## config.mk

```make
export PLATFORM = sky130hd
export DESIGN_NAME = system_clock_select_control
export DESIGN_NICKNAME = d
export VERILOG_FILES = /design/src/include/clock_select_pkg.sv /design/src/hw/system_clock_select_control.sv
export SDC_FILE = /design/constraint.sdc
export NUM_CORES = 1
export LEC_CHECK = 0
export BUFFER_PORTS_ARGS = -buffer_cell sky130_fd_sc_hd__buf_2
export CORE_UTILIZATION = 25
export DETAILED_ROUTE_END_ITERATION = 10
export SLEW_MARGIN = 20
export SYNTH_ARGS = -nofsm -noshare
export SYNTH_HDL_FRONTEND = slang
export SYNTH_SLANG_ARGS = --single-unit
```

## constraint.sdc

```tcl
create_clock -name clk_sys -period 1.7 [get_ports clk_sys]
set_clock_uncertainty 0.15 [all_clocks]
set_input_delay 0.085 -clock clk_sys [delete_from_list [all_inputs] [get_ports clk_sys]]
set_output_delay 0.085 -clock clk_sys [all_outputs]
set_load 0.02 [all_outputs]
```

## src/include/clock_select_pkg.sv

```systemverilog
package clock_select_pkg;

    // register offsets on the plain register port
    localparam logic [3:0] off_clock_write_protect = 4'h0;
    localparam logic [3:0] off_clock_control_zero = 4'h1;
    localparam logic [3:0] off_clock_control_one = 4'h2;
    localparam logic [3:0] off_clock_control_three = 4'h3;
    localparam logic [3:0] off_osc_stop_detect = 4'h4;
    localparam logic [3:0] off_fast_osc_ctrl_zero = 4'h5;
    localparam logic [3:0] off_fast_osc_ctrl_one = 4'h6;
    localparam logic [3:0] off_fast_osc_ctrl_two = 4'h7;
    localparam logic [3:0] off_fast_osc_ctrl_three = 4'h8;
    localparam logic [3:0] off_clock_status = 4'h9;

    // field positions
    localparam int pos_clock_regs_write_enable = 0;
    localparam int pos_low_speed_osc_stop = 4;
    localparam int pos_osc_pin_function_select = 3;
    localparam int pos_cpu_divider_low = 6;
    localparam int pos_cpu_divider_high = 7;
    localparam int pos_main_osc_stop = 5;
    localparam int pos_cpu_divider_field_enable = 6;
    localparam int pos_main_sub_clock_select = 7;
    localparam int pos_system_clock_source_select = 2;

    // reset values: everything stopped, pins as ports, divider field off
    localparam logic [7:0] rst_clock_write_protect = 8'h00;
    localparam logic [7:0] rst_clock_control_zero = 8'h60;
    localparam logic [7:0] rst_clock_control_one = 8'hd0;
    localparam logic [7:0] rst_clock_control_three = 8'h00;
    localparam logic [7:0] rst_osc_stop_detect = 8'h04;
    localparam logic [7:0] rst_fast_osc_ctrl = 8'h00;

    // cpu divider field codes
    localparam logic [1:0] div_none = 2'h0;

    // control outputs carried together
    typedef struct packed {
        logic low_speed_osc_run;
        logic crystal_pins_enable;
        logic main_osc_run;
        logic main_clock_is_crystal;
        logic system_clock_is_crystal;
        logic [1:0] cpu_divider;
        logic cpu_divider_from_field;
    } clock_ctrl_t;

endpackage

```

## src/hw/system_clock_select_control.sv

```systemverilog
`timescale 1ns/1ps
module system_clock_select_control (
    // clock and reset
    input wire logic clk_sys,
    input wire logic rst,
    // register port
    input wire logic [3:0] reg_addr,
    input wire logic [7:0] reg_wdata,
    input wire logic reg_write,
    input wire logic reg_read,
    output logic [7:0] reg_rdata,
    // oscillator status from analog side
    input wire logic main_osc_stable,
    // clock control outputs
    output clock_select_pkg::clock_ctrl_t clock_ctrl,
    output logic [3:0] cpu_clock_divide
);

    // register contents
    // protect register: only bit0 has an effect
    logic [7:0] write_protect;
    logic [7:0] control_zero;
    logic [7:0] control_one;
    logic [7:0] control_three;
    logic [7:0] stop_detect;
    // tuning registers: stored and read back, no decode here
    logic [7:0] fast_osc [4];

    // next values
    // register values from the write decode into storage; outputs from the control decode and read mux into output registers
    logic [7:0] next_write_protect;
    logic [7:0] next_control_zero;
    logic [7:0] next_control_one;
    logic [7:0] next_control_three;
    logic [7:0] next_stop_detect;
    logic [7:0] next_fast_osc [4];
    logic [7:0] next_reg_rdata;
    clock_select_pkg::clock_ctrl_t next_clock_ctrl;
    logic [3:0] next_cpu_clock_divide;

    // unlock state of the protected group
    // taken straight from the stored protect bit
    logic unlocked;

    // protection bit gates the whole clock group
    assign unlocked = write_protect[clock_select_pkg::pos_clock_regs_write_enable];

    // register write decode
    always_comb begin
        next_write_protect = write_protect;
        next_control_zero = control_zero;
        next_control_one = control_one;
        next_control_three = control_three;
        next_stop_detect = stop_detect;
        for (int i = 0; i < 4; i++) begin
            next_fast_osc[i] = fast_osc[i];
        end
        if (reg_write) begin
            // protect register itself is always writable
            if (reg_addr == clock_select_pkg::off_clock_write_protect) begin
                next_write_protect = reg_wdata;
            end
            // locked writes are dropped silently
            if (unlocked) begin
                case (reg_addr)
                    // main crystal stop, source select, divider enable
                    clock_select_pkg::off_clock_control_zero: begin
                        next_control_zero = reg_wdata;
                    end

                    // low-speed stop, pin switch, divider field
                    clock_select_pkg::off_clock_control_one: begin
                        next_control_one = reg_wdata;
                    end

                    // third control register, stored only
                    clock_select_pkg::off_clock_control_three: begin
                        next_control_three = reg_wdata;
                    end

                    // system clock source select
                    clock_select_pkg::off_osc_stop_detect: begin
                        next_stop_detect = reg_wdata;
                    end

                    // tuning register zero
                    clock_select_pkg::off_fast_osc_ctrl_zero: begin
                        next_fast_osc[0] = reg_wdata;
                    end

                    // tuning register one
                    clock_select_pkg::off_fast_osc_ctrl_one: begin
                        next_fast_osc[1] = reg_wdata;
                    end

                    // tuning register two
                    clock_select_pkg::off_fast_osc_ctrl_two: begin
                        next_fast_osc[2] = reg_wdata;
                    end

                    // tuning register three
                    clock_select_pkg::off_fast_osc_ctrl_three: begin
                        next_fast_osc[3] = reg_wdata;
                    end

                    // protect, status and unmapped offsets
                    default: begin
                    end
                endcase
            end
        end
    end

    // register storage
    always_ff @(posedge clk_sys) begin
        if (rst) begin
            // locked after reset
            write_protect <= clock_select_pkg::rst_clock_write_protect;

            // crystal stopped, divider field off
            control_zero <= clock_select_pkg::rst_clock_control_zero;

            // low-speed stopped, pins as ports
            control_one <= clock_select_pkg::rst_clock_control_one;
            control_three <= clock_select_pkg::rst_clock_control_three;

            // system clock not from crystal
            stop_detect <= clock_select_pkg::rst_osc_stop_detect;

            // tuning registers cleared
            for (int i = 0; i < 4; i++) begin
                fast_osc[i] <= clock_select_pkg::rst_fast_osc_ctrl;
            end
        end else begin
            // take the decoded next values
            write_protect <= next_write_protect;
            control_zero <= next_control_zero;
            control_one <= next_control_one;
            control_three <= next_control_three;
            stop_detect <= next_stop_detect;
            for (int i = 0; i < 4; i++) begin
                fast_osc[i] <= next_fast_osc[i];
            end
        end
    end

    // control decode from register fields
    always_comb begin
        // stop bit clear keeps the low-speed oscillator on
        next_clock_ctrl.low_speed_osc_run =
            ~control_one[clock_select_pkg::pos_low_speed_osc_stop];

        // pin switch set hands both pins to the crystal
        next_clock_ctrl.crystal_pins_enable =
            control_one[clock_select_pkg::pos_osc_pin_function_select];

        // stop bit clear keeps the main crystal running
        next_clock_ctrl.main_osc_run =
            ~control_zero[clock_select_pkg::pos_main_osc_stop];

        // select bit clear picks the crystal over the sub-clock
        next_clock_ctrl.main_clock_is_crystal =
            ~control_zero[clock_select_pkg::pos_main_sub_clock_select];

        // source bit clear makes the crystal the system clock
        next_clock_ctrl.system_clock_is_crystal =
            ~stop_detect[clock_select_pkg::pos_system_clock_source_select];

        // two-bit divider field, high bit first
        next_clock_ctrl.cpu_divider = {control_one[clock_select_pkg::pos_cpu_divider_high],
                                       control_one[clock_select_pkg::pos_cpu_divider_low]};

        // enable bit clear lets the field set the ratio
        next_clock_ctrl.cpu_divider_from_field =
            ~control_zero[clock_select_pkg::pos_cpu_divider_field_enable];

        // log2 of division ratio; field off means divide by eight
        if (next_clock_ctrl.cpu_divider_from_field) begin
            if (next_clock_ctrl.cpu_divider == clock_select_pkg::div_none) begin
                next_cpu_clock_divide = 4'h0;
            end else begin
                next_cpu_clock_divide = {2'h0, next_clock_ctrl.cpu_divider};
            end
        end else begin
            next_cpu_clock_divide = 4'h3;
        end
    end

    // read data mux, answered one cycle later
    always_comb begin
        // idle bus reads back zero
        next_reg_rdata = 8'h00;
        if (reg_read) begin
            case (reg_addr)
                // protect register
                clock_select_pkg::off_clock_write_protect: begin
                    next_reg_rdata = write_protect;
                end

                // control register zero
                clock_select_pkg::off_clock_control_zero: begin
                    next_reg_rdata = control_zero;
                end

                // control register one
                clock_select_pkg::off_clock_control_one: begin
                    next_reg_rdata = control_one;
                end

                // control register three
                clock_select_pkg::off_clock_control_three: begin
                    next_reg_rdata = control_three;
                end

                // system clock source register
                clock_select_pkg::off_osc_stop_detect: begin
                    next_reg_rdata = stop_detect;
                end

                // tuning register zero
                clock_select_pkg::off_fast_osc_ctrl_zero: begin
                    next_reg_rdata = fast_osc[0];
                end

                // tuning register one
                clock_select_pkg::off_fast_osc_ctrl_one: begin
                    next_reg_rdata = fast_osc[1];
                end

                // tuning register two
                clock_select_pkg::off_fast_osc_ctrl_two: begin
                    next_reg_rdata = fast_osc[2];
                end

                // tuning register three
                clock_select_pkg::off_fast_osc_ctrl_three: begin
                    next_reg_rdata = fast_osc[3];
                end

                // live status: stable flag, unlock and selected source
                clock_select_pkg::off_clock_status: begin
                    next_reg_rdata = {5'h00, clock_ctrl.system_clock_is_crystal,
                                      unlocked, main_osc_stable};
                end
                default: next_reg_rdata = 8'h00;
            endcase
        end
    end

    // output registers
    always_ff @(posedge clk_sys) begin
        if (rst) begin
            // quiet outputs while in reset
            reg_rdata <= 8'h00;
            clock_ctrl <= '0;
            cpu_clock_divide <= 4'h0;
        end else begin
            // read data stands for one cycle only
            reg_rdata <= next_reg_rdata;

            // control outputs follow registers one cycle late
            clock_ctrl <= next_clock_ctrl;
            cpu_clock_divide <= next_cpu_clock_divide;
        end
    end

endmodule

```

==> run metrics <==
result of the run finished clean; initial antenna violation count 0; top flip-flop cell by instance count after synthesis sky130_fd_sc_hd__dfxtp_1; endpoint required time on the critical path 1790 ps; share of the synthesized area in the top cell type 45.6%; Gate Count Post-Synth 407; transition time of the tightest slew-check pin 553 ps; share of post-route cells with drive strength above 1 21.1%; maximum count of clock buffers along a single path 2; worst hold-check path type in -> reg; Most Used Layer, Global Route met2; count of placed standard cells including taps 651; cell leakage power 2.18 nW; capture point of the worst reg-to-reg path control_one[4]; Post-DRT Antenna Nets 0; proportion of synthesized flip-flops having asynchronous set or reset 0%; H-tree lvl count 3; r2r worst-path depth 4; # IOs 37; critical path arrival 1710 ps; die height 128 µm; Crit Path Category reg -> reg; via count of the routed design 3118; post-detailed-placement half-perimeter wirelength 7.42 mm; GR Layer Usage met2 21.4%; number of setup violations in the final report 0; relative slew slack 63.0%; DRC viols 0; top-count cell post-synth sky130_fd_sc_hd__dfxtp_1; total area of multi-input combinational cells 0.00194 mm²; routed wire length 10.6 mm; wire length of the first global-routing pass 16.7 mm; total of fill cells in the finished design 1619; shortest period the worst path allows 1620 ps; maximum clock frequency 617 MHz; number of vias per cell after detailed routing 4.61; total power 0.00428 W; clock tree from TritonCTS yes; count of clock tree sinks 90; cell area after placement 0.00448 mm²; pin count of the biggest net entering global routing 64; IO buf count 34; reg2reg setup slack 80 ps; met1 usage 17.3%; routed wirelength normalized by instance count 15.7 µm; timing startpoint of the critical path write_protect[0]; share of synthesized area occupied by flip-flops and latches 45.6%; count of different cell masters after synthesis 47; largest fanout on the critical path 8; number of warning messages in the yosys log 0; antenna diode count 0; Reg-to-Reg Start write_protect[0]; Placement Setup Slack -52.3 ps; cell type with the highest aggregate area in the netlist sky130_fd_sc_hd__dfxtp_1; global routing met3 resource utilization 2.84%; sequential cell area 0.00180 mm²; layout overhead on the synthesized area 22.6%; area of the die 0.0163 mm²; mean cell area of the mapped netlist 9.70 µm²; clock slew at the register clock pins of the worst setup and hold paths 60 ps; worst vdd rail ir drop 527 µV; router iterations before antenna repair 4; most numerous cell types in the synthesized netlist sky130_fd_sc_hd__dfxtp_1 (90), sky130_fd_sc_hd__nor2_1 (87), sky130_fd_sc_hd__mux2i_1 (80), sky130_fd_sc_hd__clkbuf_1 (19); CP endpoint kind flip-flop; period utilisation layout 95.3%; core region area 0.0153 mm²; cell chosen for the clock root sky130_fd_sc_hd__clkbuf_16; initial DRC count 247; launching element type of the critical path flip-flop; Global Route Usage Sum 13.6%; final net count 477; clock latency on the worst-skew pair 340 ps; Synth area leaders sky130_fd_sc_hd__dfxtp_1 (46%), sky130_fd_sc_hd__mux2i_1 (20%), sky130_fd_sc_hd__nor2_1 (8.3%); post-route insts no fill 676; minimum setup slack in the final design 79.3 ps; number of synthesized flops with an enable pin 0; power per standard cell area 884 mW/mm²; Final Max Tran Viols 0; Final Hold Viols 0; overflow left after global routing 0; Worst Setup EP control_one[4]; number of global-route vias before repair 3148; starting density of the core 25.8%; unrepaired setup endpoints after global routing no; Rows 45; final non-filler cell area 0.00484 mm²; total CTS buffers 9; netlist area before placement 0.00395 mm²; RD Place Congestion 0.818; total of max-cap violations 0; Synth Register Bits 90; Horiz. Die Dim 128 µm
[final cells by class]
| type | count | area share [%] |
|---|---|---|
| multi-input combinational | 275 | 40.1 |
| sequential | 90 | 37.2 |
| timing repair buffer | 76 | 11.0 |
| tap | 211 | 5.45 |
| clock buffer | 10 | 4.94 |
| clock inverter | 6 | 0.672 |
| inverter | 8 | 0.620 |
[how the worst min path moves through the flow]
stage	from	endpoint	slack, ps	cells after the start
floorplan	reg_read	reg_rdata[2]	220	2
global placement	rst	clock_ctrl[7]	240	2
detailed placement	rst	clock_ctrl[7]	240	2
CTS	reg_read	reg_rdata[2]	50	4
global route	reg_read	reg_rdata[7]	80	4
finish	reg_read	reg_rdata[7]	60	4
[cell usage in the layout (no fill, tap or decap), types with 2 or more instances in the layout]
cell type,n
sky130_fd_sc_hd__inv_1,8
sky130_fd_sc_hd__o21ai_0,3
sky130_fd_sc_hd__o32ai_1,4
sky130_fd_sc_hd__clkbuf_16,9
sky130_fd_sc_hd__a41oi_1,2
sky130_fd_sc_hd__a22o_1,3
sky130_fd_sc_hd__nand3b_1,11
sky130_fd_sc_hd__buf_12,2
sky130_fd_sc_hd__a31oi_1,5
sky130_fd_sc_hd__dlygate4sd3_1,9
sky130_fd_sc_hd__dfxtp_1,90
sky130_fd_sc_hd__buf_2,34
sky130_fd_sc_hd__nand2_1,6
sky130_fd_sc_hd__nand3_2,4
sky130_fd_sc_hd__nor2_1,87
sky130_fd_sc_hd__nand3_1,3
sky130_fd_sc_hd__and2b_1,3
sky130_fd_sc_hd__nor3b_1,4
sky130_fd_sc_hd__a22oi_1,4
sky130_fd_sc_hd__mux2i_1,80
sky130_fd_sc_hd__a211o_1,7
sky130_fd_sc_hd__conb_1,2
sky130_fd_sc_hd__buf_4,31
sky130_fd_sc_hd__nor3_1,2
sky130_fd_sc_hd__mux2_2,3
sky130_fd_sc_hd__clkinv_2,5
sky130_fd_sc_hd__nor2b_1,8
sky130_fd_sc_hd__a21oi_1,11
sky130_fd_sc_hd__or3_1,3
[through the flow]
stage	TNS [ps]	hold WS [ps]	util (%)
final	0	59.7	31.6
after global routing	0	83.8	31.6
after CTS	0	50.2	31.6
after detailed placement	-131	238	29.2
after global placement	0	240	29.2
after floorplan	0	224	-
[flip-flops by register name, summed over array words and instances, names as in the netlist]
signal	flops
control_one	8
control_zero	8
clock_ctrl	8
control_three	8
cpu_clock_divide	2
stop_detect	8
reg_rdata	8
write_protect	8
fast_osc	32
[logic make-up after synthesis]
kind of cell | count (synthesis) | synth area share [%]
other cells | 1 | 0.0950
flops | 90 | 45.6
compound gates | 45 | 8.24
buf+inv | 43 | 5.32
simple gates | 144 | 19.0
mux | 84 | 21.7
[worst max-delay path, cell delays in order (launching register included)]
cell	delay, ps
sky130_fd_sc_hd__dfxtp_1	380
sky130_fd_sc_hd__and2b_1	250
sky130_fd_sc_hd__nand3_1	190
sky130_fd_sc_hd__buf_4	250
sky130_fd_sc_hd__a211o_1	290
[power by group]
group          internal, W  total, W  switching [W]
clock              0.00102   0.00184       0.000828
combinational     0.000116  0.000312       0.000196
sequential         0.00212   0.00212     0.00000370
total              0.00325   0.00428        0.00103
[routing by layer]
layer  up-vias  wire length (µm)
met5         -                 0
met4         0               184
met3        18               654
met2        78              5040
met1      1515              4720
li1       1507                 -
[repair_timing]
item                                   in CTS  in global routing
endpoints found under the hold margin      58                  0
buffers inserted                            0                  0
resized for setup                           0                  0
hold buffers                                9                  0
(Power assumes the default switching activity.)
